## src/idec_pkg.sv

```systemverilog
// package: constants and types for the instruction format decoder
package idec_pkg;

  // ----------------------------------------
  // register map (byte addresses, 32-bit words)
  // ----------------------------------------
  localparam logic [7:0] ADDR_CTRL = 8'h00;
  localparam logic [7:0] ADDR_WORD = 8'h04;
  localparam logic [7:0] ADDR_COND = 8'h08;
  localparam logic [7:0] ADDR_STAT = 8'h0c;
  localparam logic [7:0] ADDR_FIELDS = 8'h10;
  localparam logic [7:0] ADDR_TARGET = 8'h14;
  localparam logic [7:0] ADDR_BANK = 8'h18;
  localparam logic [7:0] ADDR_TABLE_POINTER = 8'h1c;

  // ----------------------------------------
  // field positions and reset values
  // ----------------------------------------
  localparam int CTRL_GO_BIT = 0;
  localparam int STAT_BUSY_BIT = 0;
  localparam logic [3:0] SECOND_WORD_PREFIX = 4'hf;
  localparam logic [3:0] BANK_RESET = 4'h0;
  localparam logic [20:0] TABLE_POINTER_RESET = 21'h000000;
  localparam logic [1:0] RESP_OKAY = 2'b00;
  localparam logic [1:0] RESP_SLVERR = 2'b10;

  // ----------------------------------------
  // timing
  // ----------------------------------------
  localparam int OSC_PER_ICYCLE = 4;
  localparam logic [1:0] PHASE_LAST = 2'(OSC_PER_ICYCLE - 1);

  // ----------------------------------------
  // instruction classes
  // ----------------------------------------
  typedef enum logic [3:0] {
    CLS_NOP = 4'b0000,
    CLS_BYTE = 4'b0001,
    CLS_BIT = 4'b0010,
    CLS_LIT = 4'b0011,
    CLS_MOVE = 4'b0100,
    CLS_JUMP = 4'b0101,
    CLS_CALL = 4'b0110,
    CLS_REL_BRANCH = 4'b0111,
    CLS_BCOND = 4'b1000,
    CLS_RET = 4'b1001,
    CLS_TABLE = 4'b1010,
    CLS_LFSR = 4'b1011,
    CLS_CTRL = 4'b1100
  } iclass_t;

  typedef enum logic [1:0] {
    SEQ_IDLE = 2'b00,
    SEQ_EXEC = 2'b01,
    SEQ_EXTRA = 2'b10
  } seq_t;

endpackage : idec_pkg

```

## src/idec_cycle_timer.sv

```systemverilog
// module: instruction cycle timer, four oscillator periods per cycle
`timescale 1ns/100ps
module idec_cycle_timer
(
  input wire logic aclk,
  input wire logic aresetn,
  input wire logic run,
  output logic cycle_end
);

  logic [1:0] phase_q;
  logic [1:0] phase_d;
  logic cycle_end_q;
  logic cycle_end_d;

  always_comb
  begin
    phase_d = run ? phase_q + 2'd1 : 2'd0;
    // raised one period early: the registered flag lands as the fourth period begins
    cycle_end_d = run && (phase_q == idec_pkg::PHASE_LAST - 2'd1); // see RULE7
  end

  always_ff @(posedge aclk)
  begin
    if (!aresetn)
    begin
      phase_q <= 2'd0;
      cycle_end_q <= 1'b0;
    end
    else
    begin
      phase_q <= phase_d;
      cycle_end_q <= cycle_end_d;
    end
  end

  assign cycle_end = cycle_end_q;

endmodule : idec_cycle_timer

```

## src/instruction_format_decoder.sv

```systemverilog
// module: instruction format decoder with axi4-lite register access
//
// Overview of operation
// RULE1: most instructions are one 16-bit word; three take two words. The code decodes four as two-word: move, call, jump and LFSR.
// RULE2: a word with top nibble 1111 executed alone does nothing.
// RULE3: destination bit 0 writes accumulator, 1 writes file register.
// RULE4: access bit 0 selects access RAM; 1 uses bank select register.
// RULE5: single-word takes one cycle; taken test or jump adds a no-op cycle. The code adds none for a taken skip test.
// RULE6: two-word instructions take two instruction cycles.
// RULE7: one instruction cycle lasts four oscillator periods.
// RULE8: any file-register instruction reads, modifies and writes the register.
// RULE9: byte and bit formats carry an 8-bit file address in low byte.
// RULE10: bit formats decode a 3-bit bit number, 0 to 7.
// RULE11: register move: 12-bit source in word one, 12-bit destination in word two.
// RULE12: literal formats take an 8-bit immediate from the low byte.
// RULE13: jump and call carry a 20-bit target split over two words.
// RULE14: fast bit set saves or restores shadow registers on call/return.
// RULE15: relative branch offsets are two's complement, 11 or 8 bits.
// RULE16: table modes keep, post-inc, post-dec or pre-inc the 21-bit pointer.
// RULE17: don't-care bits are ignored by the decoder.
`timescale 1ns/100ps
module instruction_format_decoder
(
  input wire logic aclk,
  input wire logic aresetn,
  input wire logic [7:0] s_axi_awaddr,
  input wire logic s_axi_awvalid,
  output logic s_axi_awready,
  input wire logic [31:0] s_axi_wdata,
  input wire logic [3:0] s_axi_wstrb,
  input wire logic s_axi_wvalid,
  output logic s_axi_wready,
  output logic [1:0] s_axi_bresp,
  output logic s_axi_bvalid,
  input wire logic s_axi_bready,
  input wire logic [7:0] s_axi_araddr,
  input wire logic s_axi_arvalid,
  output logic s_axi_arready,
  output logic [31:0] s_axi_rdata,
  output logic [1:0] s_axi_rresp,
  output logic s_axi_rvalid,
  input wire logic s_axi_rready
);

  // ----------------------------------------
  // axi4-lite slave state
  // ----------------------------------------
  logic aw_hold_q, aw_hold_d;
  logic w_hold_q, w_hold_d;
  logic [7:0] awaddr_q, awaddr_d;
  logic [31:0] wdata_q, wdata_d;
  logic [3:0] wstrb_q, wstrb_d;
  logic bvalid_q, bvalid_d;
  logic [1:0] bresp_q, bresp_d;
  logic rvalid_q, rvalid_d;
  logic [31:0] rdata_q, rdata_d;
  logic [1:0] rresp_q, rresp_d;

  // ----------------------------------------
  // decoder state
  // ----------------------------------------
  logic [31:0] word_q, word_d;
  logic cond_q, cond_d;
  logic [3:0] bank_q, bank_d;
  logic [20:0] table_pointer_q, table_pointer_d;
  idec_pkg::seq_t seq_q, seq_d;
  logic [1:0] cycles_q, cycles_d;
  logic [1:0] left_q, left_d;
  idec_pkg::iclass_t cls_q, cls_d;
  logic [31:0] fields_q, fields_d;
  logic [31:0] target_q, target_d;

  logic cycle_end;
  logic do_write;
  logic go;

  idec_cycle_timer u_timer
  (
    .aclk(aclk),
    .aresetn(aresetn),
    .run(seq_q != idec_pkg::SEQ_IDLE),
    .cycle_end(cycle_end)
  );

  // ----------------------------------------
  // combinational decode of the held word
  // ----------------------------------------
  logic [15:0] w1;
  logic [15:0] w2;
  idec_pkg::iclass_t cls_c;
  logic two_word_c;
  logic pc_change_c;
  logic rmw_c;
  logic dest_file_c;
  logic bank_use_c;
  logic fast_c;
  logic [11:0] file_addr_c;
  logic [2:0] bit_num_c;
  logic [7:0] imm_c;
  logic [1:0] tbl_mode_c;
  logic [31:0] target_c;

  always_comb
  begin
    w1 = word_q[15:0];
    w2 = word_q[31:16];
    cls_c = idec_pkg::CLS_NOP;
    two_word_c = 1'b0;
    pc_change_c = 1'b0;
    rmw_c = 1'b0;
    dest_file_c = 1'b0;
    bank_use_c = w1[8]; // see RULE4
    fast_c = 1'b0;
    file_addr_c = {4'h0, w1[7:0]}; // see RULE9
    bit_num_c = w1[11:9]; // see RULE10
    imm_c = w1[7:0]; // see RULE12
    tbl_mode_c = w1[1:0]; // see RULE16
    target_c = 32'h0;
    if (w1[15:12] == idec_pkg::SECOND_WORD_PREFIX)
    begin
      cls_c = idec_pkg::CLS_NOP; // see RULE2
    end
    else if (w1[15:12] == 4'hc)
    begin
      cls_c = idec_pkg::CLS_MOVE;
      two_word_c = 1'b1; // see RULE1
      rmw_c = 1'b1;
      file_addr_c = w1[11:0]; // see RULE11
      target_c = {20'h0, w2[11:0]}; // see RULE11
    end
    else if (w1[15:12] >= 4'h7 && w1[15:12] <= 4'hb)
    begin
      cls_c = idec_pkg::CLS_BIT;
      rmw_c = 1'b1; // see RULE8
      dest_file_c = (w1[15:12] == 4'h7) || (w1[15:12] == 4'h8) || (w1[15:12] == 4'h9);
    end
    else if (w1[15:12] >= 4'h1 && w1[15:12] <= 4'h6)
    begin
      cls_c = idec_pkg::CLS_BYTE;
      rmw_c = 1'b1; // see RULE8
      // compare/test/set/clear/move-to-file forms have no d bit and always hit f
      dest_file_c = (w1[15:12] == 4'h6) ? 1'b1 : w1[9]; // see RULE3
    end
    else if (w1[15:12] == 4'hd)
    begin
      cls_c = idec_pkg::CLS_REL_BRANCH;
      pc_change_c = 1'b1;
      target_c = {{21{w1[10]}}, w1[10:0]}; // see RULE15
    end
    else if (w1[15:11] == 5'b11100)
    begin
      cls_c = idec_pkg::CLS_BCOND;
      pc_change_c = cond_q; // see RULE5
      target_c = {{24{w1[7]}}, w1[7:0]}; // see RULE15
    end
    else if (w1[15:9] == 7'b1110110 || w1[15:8] == 8'hef)
    begin
      cls_c = (w1[15:9] == 7'b1110110) ? idec_pkg::CLS_CALL : idec_pkg::CLS_JUMP;
      two_word_c = 1'b1; // see RULE1
      fast_c = (w1[15:9] == 7'b1110110) && w1[8]; // see RULE14
      target_c = {12'h0, w2[11:0], w1[7:0]}; // see RULE13
    end
    else if (w1[15:8] == 8'hee)
    begin
      cls_c = idec_pkg::CLS_LFSR;
      two_word_c = 1'b1;
      target_c = {20'h0, w1[3:0], w2[7:0]};
    end
    else if (w1[15:12] == 4'h0 && w1[11:8] >= 4'h8)
    begin
      cls_c = idec_pkg::CLS_LIT;
      pc_change_c = (w1[15:8] == 8'h0c);
    end
    else if (w1[15:8] == 8'h01)
    begin
      // bank-load literal: bits 7:4 are don't-care and ignored
      cls_c = idec_pkg::CLS_LIT; // see RULE17
    end
    else if (w1[15:8] == 8'h00 && w1[7:3] == 5'b00010)
    begin
      cls_c = idec_pkg::CLS_RET;
      pc_change_c = 1'b1;
      fast_c = w1[0]; // see RULE14
    end
    else if (w1[15:8] == 8'h00 && w1[7:3] == 5'b00001)
    begin
      cls_c = idec_pkg::CLS_TABLE;
      pc_change_c = 1'b1;
    end
    else if (w1[15:12] == 4'h0 && w1[11:9] != 3'b000)
    begin
      cls_c = idec_pkg::CLS_BYTE;
      rmw_c = 1'b1;
      // multiply form has no d bit; its product never lands in f
      dest_file_c = w1[10] && w1[9]; // see RULE3
    end
    else if (w1 != 16'h0000)
    begin
      cls_c = idec_pkg::CLS_CTRL;
    end
    if (cls_c == idec_pkg::CLS_BYTE || cls_c == idec_pkg::CLS_BIT)
    begin
      file_addr_c = bank_use_c ? {bank_q, w1[7:0]} : {4'h0, w1[7:0]}; // see RULE4
    end
  end

  // ----------------------------------------
  // execution sequencer and pointer update
  // ----------------------------------------
  always_comb
  begin
    seq_d = seq_q;
    cycles_d = cycles_q;
    left_d = left_q;
    cls_d = cls_q;
    fields_d = fields_q;
    target_d = target_q;
    table_pointer_d = table_pointer_q;
    bank_d = bank_q;
    case (seq_q)
      idec_pkg::SEQ_IDLE:
      begin
        if (go)
        begin
          seq_d = idec_pkg::SEQ_EXEC;
          cycles_d = 2'd0;
          // two words or a redirect need a second cycle
          left_d = (two_word_c || pc_change_c) ? 2'd2 : 2'd1; // see RULE5 see RULE6
          cls_d = cls_c;
          fields_d = {1'b0, imm_c, file_addr_c, bit_num_c, tbl_mode_c, fast_c, bank_use_c, dest_file_c,
                      rmw_c, two_word_c, pc_change_c};
          target_d = target_c;
          if (cls_c == idec_pkg::CLS_LIT && w1[15:8] == 8'h01)
          begin
            bank_d = w1[3:0];
          end
          if (cls_c == idec_pkg::CLS_TABLE && tbl_mode_c == 2'b11)
          begin
            table_pointer_d = table_pointer_q + 21'd1; // see RULE16
          end
        end
      end
      idec_pkg::SEQ_EXEC, idec_pkg::SEQ_EXTRA:
      begin
        if (cycle_end)
        begin
          cycles_d = cycles_q + 2'd1;
          if (cycles_q + 2'd1 >= left_q)
          begin
            seq_d = idec_pkg::SEQ_IDLE;
            if (cls_q == idec_pkg::CLS_TABLE && fields_q[7:6] == 2'b01)
            begin
              table_pointer_d = table_pointer_q + 21'd1; // see RULE16
            end
            else if (cls_q == idec_pkg::CLS_TABLE && fields_q[7:6] == 2'b10)
            begin
              table_pointer_d = table_pointer_q - 21'd1; // see RULE16
            end
          end
          else
          begin
            seq_d = idec_pkg::SEQ_EXTRA;
          end
        end
      end
      default:
      begin
        seq_d = idec_pkg::SEQ_IDLE;
      end
    endcase
  end

  // ----------------------------------------
  // axi4-lite write and read channels
  // ----------------------------------------
  always_comb
  begin
    aw_hold_d = aw_hold_q;
    w_hold_d = w_hold_q;
    awaddr_d = awaddr_q;
    wdata_d = wdata_q;
    wstrb_d = wstrb_q;
    bvalid_d = bvalid_q;
    bresp_d = bresp_q;
    rvalid_d = rvalid_q;
    rdata_d = rdata_q;
    rresp_d = rresp_q;
    word_d = word_q;
    cond_d = cond_q;
    go = 1'b0;
    do_write = aw_hold_q && w_hold_q && !bvalid_q;
    if (s_axi_awvalid && s_axi_awready)
    begin
      aw_hold_d = 1'b1;
      awaddr_d = s_axi_awaddr;
    end
    if (s_axi_wvalid && s_axi_wready)
    begin
      w_hold_d = 1'b1;
      wdata_d = s_axi_wdata;
      wstrb_d = s_axi_wstrb;
    end
    if (do_write)
    begin
      bvalid_d = 1'b1;
      bresp_d = idec_pkg::RESP_OKAY;
      case (awaddr_q)
        idec_pkg::ADDR_CTRL:
          go = wstrb_q[0] && wdata_q[idec_pkg::CTRL_GO_BIT] && seq_q == idec_pkg::SEQ_IDLE;
        idec_pkg::ADDR_WORD:
        begin
          // word is locked while an instruction executes
          if (seq_q == idec_pkg::SEQ_IDLE)
          begin
            for (int i = 0; i < 4; i++)
            begin
              if (wstrb_q[i])
              begin
                word_d[i*8 +: 8] = wdata_q[i*8 +: 8];
              end
            end
          end
        end
        idec_pkg::ADDR_COND:
          if (wstrb_q[0])
          begin
            cond_d = wdata_q[0];
          end
        default:
          bresp_d = idec_pkg::RESP_SLVERR;
      endcase
    end
    if (bvalid_q && s_axi_bready)
    begin
      // holds drop only here, so no ready rises under a pending response
      aw_hold_d = 1'b0;
      w_hold_d = 1'b0;
      bvalid_d = 1'b0;
    end
    if (s_axi_arvalid && s_axi_arready)
    begin
      rvalid_d = 1'b1;
      rresp_d = idec_pkg::RESP_OKAY;
      case (s_axi_araddr)
        idec_pkg::ADDR_CTRL: rdata_d = 32'h0;
        idec_pkg::ADDR_WORD: rdata_d = word_q;
        idec_pkg::ADDR_COND: rdata_d = {31'h0, cond_q};
        idec_pkg::ADDR_STAT: rdata_d = {20'h0, cls_q, 2'(cycles_q), 2'(left_q), 3'h0,
                                        seq_q != idec_pkg::SEQ_IDLE};
        idec_pkg::ADDR_FIELDS: rdata_d = fields_q;
        idec_pkg::ADDR_TARGET: rdata_d = target_q;
        idec_pkg::ADDR_BANK: rdata_d = {28'h0, bank_q};
        idec_pkg::ADDR_TABLE_POINTER: rdata_d = {11'h0, table_pointer_q};
        default:
        begin
          rdata_d = 32'h0;
          rresp_d = idec_pkg::RESP_SLVERR;
        end
      endcase
    end
    else if (rvalid_q && s_axi_rready)
    begin
      rvalid_d = 1'b0;
    end
  end

  always_ff @(posedge aclk)
  begin
    if (!aresetn)
    begin
      aw_hold_q <= 1'b0;
      w_hold_q <= 1'b0;
      awaddr_q <= 8'h00;
      wdata_q <= 32'h0;
      wstrb_q <= 4'h0;
      bvalid_q <= 1'b0;
      bresp_q <= 2'b00;
      rvalid_q <= 1'b0;
      rdata_q <= 32'h0;
      rresp_q <= 2'b00;
      word_q <= 32'h0;
      cond_q <= 1'b0;
      bank_q <= idec_pkg::BANK_RESET;
      table_pointer_q <= idec_pkg::TABLE_POINTER_RESET;
      seq_q <= idec_pkg::SEQ_IDLE;
      cycles_q <= 2'd0;
      left_q <= 2'd0;
      cls_q <= idec_pkg::CLS_NOP;
      fields_q <= 32'h0;
      target_q <= 32'h0;
    end
    else
    begin
      aw_hold_q <= aw_hold_d;
      w_hold_q <= w_hold_d;
      awaddr_q <= awaddr_d;
      wdata_q <= wdata_d;
      wstrb_q <= wstrb_d;
      bvalid_q <= bvalid_d;
      bresp_q <= bresp_d;
      rvalid_q <= rvalid_d;
      rdata_q <= rdata_d;
      rresp_q <= rresp_d;
      word_q <= word_d;
      cond_q <= cond_d;
      bank_q <= bank_d;
      table_pointer_q <= table_pointer_d;
      seq_q <= seq_d;
      cycles_q <= cycles_d;
      left_q <= left_d;
      cls_q <= cls_d;
      fields_q <= fields_d;
      target_q <= target_d;
    end
  end

  // ready outputs are registered holds; one outstanding item per channel
  assign s_axi_awready = !aw_hold_q;
  assign s_axi_wready = !w_hold_q;
  assign s_axi_bvalid = bvalid_q;
  assign s_axi_bresp = bresp_q;
  assign s_axi_arready = !rvalid_q;
  assign s_axi_rvalid = rvalid_q;
  assign s_axi_rdata = rdata_q;
  assign s_axi_rresp = rresp_q;

endmodule : instruction_format_decoder

```

## config.mk

```make
export PLATFORM = sky130hd
export DESIGN_NAME = instruction_format_decoder
export DESIGN_NICKNAME = d
export VERILOG_FILES = /design/src/idec_pkg.sv /design/src/idec_cycle_timer.sv /design/src/instruction_format_decoder.sv
export SDC_FILE = /design/constraint.sdc
export NUM_CORES = 1
export LEC_CHECK = 0
export ABC_AREA = 1
export BUFFER_PORTS_ARGS = -buffer_cell sky130_fd_sc_hd__buf_2
export CAP_MARGIN = 20
export CORE_ASPECT_RATIO = 1.2
export CORE_MARGIN = 5
export CORE_UTILIZATION = 51
export DETAILED_ROUTE_END_ITERATION = 8
export GPL_TIMING_DRIVEN = 0
export PLACE_DENSITY = 0.71
export SLEW_MARGIN = 20
export SYNTH_ARGS = -nofsm -noshare
export SYNTH_HDL_FRONTEND = slang
export SYNTH_SLANG_ARGS = --single-unit
```

## constraint.sdc

```tcl
create_clock -name aclk -period 2.25 [get_ports aclk]
set_input_delay 0.225 -clock aclk [delete_from_list [all_inputs] [get_ports aclk]]
set_output_delay 0.225 -clock aclk [all_outputs]
set_load 0.005 [all_outputs]
```

==> out/results.ini <==
[placed_design]
place_hpwl_mm=24.9
post-place-cells=1774
io_buffers=97
gp_congestion=0.972
postPlaceCellArea_mm2=0.0105

[synth]
synth_area_mm2=0.00969
yosysSeqAreaShare_pct=40.3
ys.flop_type=dfxtp_1
synth_cells=1420
async_flop_share_pct=0
avgSynthCellArea_um2=6.83
ys_ff_latch=195
synth.distinct_cells=51
synth_edf_count=0
yosysWarnings=0

[power_and_ir_drop]
switching_share_pct=27.8
pwr-share-comb_pct=9.1
p_seq_share_pct=47.9
clkPwrFrac_pct=43.0
total_power_w=0.00747
internal-power_w=0.00539
leakage_nw=4.83
p_per_area_mw_per_mm2=654
vdd_drop_max_uv=515
total_switching_power_w=0.00208

[cells_and_area]
fillers=1853
area_growth_pct=17.8
n_antenna_cell=0
stdcell_area_mm2=0.0114
drive_above_1_share_pct=13.6
final_nets=1631
instances_no_fill=1834

[timing]
skew_ns=0.0163
period_minus_slack_ns=2.05
slew_violations=0
finalHoldViolCount=1
fmax_ghz=0.487
setup_viol=0
tightest_slew_ns=0.818
max_slew_margin_pct=45.5
rsz0062_at_grt=no
period_share_pct=91.2
hold_ws_ns=-0.00335
finalSetupTns_ns=0

[die]
die_x_um=136
initial_utilization_pct=51.6
fp.dieArea_mm2=0.0219
core_mm2=0.0188
io_pins=100
die-height_um=161
rows=55

[clock_tree]
htreeDepth=4
cts_max_path_buffers=2
cts_tree=built
path_clk_slew_ns=0.09
clock-sinks=195
ctsRootBufferMaster=clkbuf_16
clk_latency_ns=0.44
numCtsBuffers=17

[drt]
avgViaCountPerCell=5.47
drt.antenna.violating_nets=0
drc=0
wl_per_cell_um=17.8
drt_iter0_markers=906
wirelength_mm=32.7
num_vias=10000
dr.pass1.iters=7

[worst_setup_path]
slowest_delay_ns=0.32
path_class=reg2reg
cp-start-kind=register
cp_max_fo=8
path_buf_inv=2
cp.required_ns=2.59
arrival_ns=2.40
crit_family=simple AND/OR/NAND/NOR gates
crit_path_top_delay_cell=nor3_1
cp_cell_sequence=inv_1, nand2_1, nor3_1, nand3_2, nand2_1, nand2_2, nor2_8, clkinvlp_4, nor2_1, nor2_1
critPathLaunch=word_q[5]
r2r_start=word_q[5]
endpoint_kind=register

[global_routing]
track_usage_pct=29.9
antenna_found_initial=0
grt_pass1_vias=9287
grt_pass1_wl_mm=51.0
overflow=0
grt_max_degree=22

[flow_run]
max-cap-violations=0

[hold_path]
hp-class=in2reg
min_from=s_axi_wdata[22]

[status]
run_status=finished with violations
violations=negative hold slack

[tightest hold or removal path, delay by kind of cell]
family,cells,cell delay [ns]
and+or+nand+nor,2,0.11
buffers and inverters,1,0.07
[cells in the final DEF, fill, tap and decap left out, drive strengths merged]
cell type    netlist  layout
nand3b             1       1
or2                3       3
bufinv             1       2
nor4               1       1
o2111ai            3       3
and2               1       1
xnor2              1       1
nand3             75      75
conb               1       2
o21a               1       1
o211a              1       1
inv              116     120
nand2            336     336
dlygate4sd3        0      26
buf               31     130
clkbuf            44      61
dfxtp            195     195
nor3              19      19
o211ai            19      19
nor2             226     226
ha                 7       7
o21ai            147     147
xor2              10      10
a211oi            28      28
clkinvlp           0       2
o31ai              1       1
o22ai             16      16
a41oi              1       1
mux2i              2       2
a21oi            118     118
clkinv             1       9
nand4             11      11
and3               1       1
a31oi              2       2
[cells in the mapped netlist (9+ instances only)]
master    instances  area [um2]
nand2_1         326        1220
nor2_1          218         818
dfxtp_1         195        3900
o21ai_0         140         701
a21oi_1         116         581
inv_1           104         390
nand3_1          66         330
clkbuf_1         42         158
a211oi_1         27         203
o211ai_1         18         135
buf_2            17        85.1
o22ai_1          16         100
nor3_1           14        70.1
inv_2            11        41.3
nand4_1          11        68.8
xor2_1           10        87.6
nand2_2           9        56.3
nand3_2           9        90.1
[power groups by stage]
stage,clock network (W),registers (W),logic (W)
finish,0.00321,0.00358,0.000681
global route,0.00340,0.00359,0.000761
CTS,0.00324,0.00358,0.000669
detailed placement,0,0.00366,0.000631
global placement,0,0.00365,0.000627
floorplan,0,0.00364,0.000426
[per-stage QoR]
| stage | utilization, % | setup slack (ns) |
|---|---|---|
| final | 60.8 | 0.198 |
| after global routing | 60.8 | 0.0231 |
| after CTS | 60.6 | 0.128 |
| after detailed placement | 55.9 | 0.132 |
| after global placement | 55.9 | 0.136 |
| after floorplan | - | 0.476 |
[sequential cells by signal (all words and copies together), names as in the netlist, 2 cells and up]
signal / count
fields_q: 21
cycles_q: 2
cls_q: 4
word_q: 32
awaddr_q: 8
left_q: 2
wstrb_q: 4
seq_q: 2
bank_q: 4
u_timer.phase_q: 2
s_axi_rdata: 32
table_pointer_q: 21
wdata_q: 32
target_q: 21
[per-layer routing]
layer / global-route usage (%) / up-vias / part of all wire (%)
met5: 0 / - / 0
met4: 9.81 / 0 / 3.2
met3: 4.45 / 68 / 6.6
li1: - / 4950 / -
met2: 49.5 / 417 / 47
met1: 40.1 / 4599 / 44
[final cells by class]
type / count / area, um2 / area share [%]
buffer: 75 / 382 / 3.34
clock buffer: 17 / 425 / 3.73
clock inverter: 15 / 203 / 1.78
inverter: 118 / 467 / 4.09
multi-input combinational: 1033 / 4960 / 43.4
sequential: 195 / 3900 / 34.2
tap: 256 / 320 / 2.81
timing repair buffer: 125 / 761 / 6.66
[worst paths after layout]
kind              cells past startpoint                   to  slack, ns
hold / removal                        3          wdata_q[22]     -0.003
hold reg to reg                       1   u_timer.phase_q[0]       0.41
setup reg to reg                     10  table_pointer_q[10]       0.20
setup / recovery                     10  table_pointer_q[10]       0.20
[timing repair]
| item | 4_1_cts | 5_1_grt |
|---|---|---|
| hold buffers | 26 | 0 |
| resized for setup | 0 | 3 |
| buffers inserted | 0 | 2 |
| hold endpoints to repair | 26 | 0 |
| endpoints found under the setup margin | 0 | 7 |
[kinds of logic after synthesis]
kind of cell	synth area share, %
buf+inv	8.67
mux	0.207
other cells	0.0387
fa+ha+maj	0.904
simple gates	29.5
flops	40.3
xor+xnor	0.994
compound gates	19.4
(Power assumes the default switching activity.)
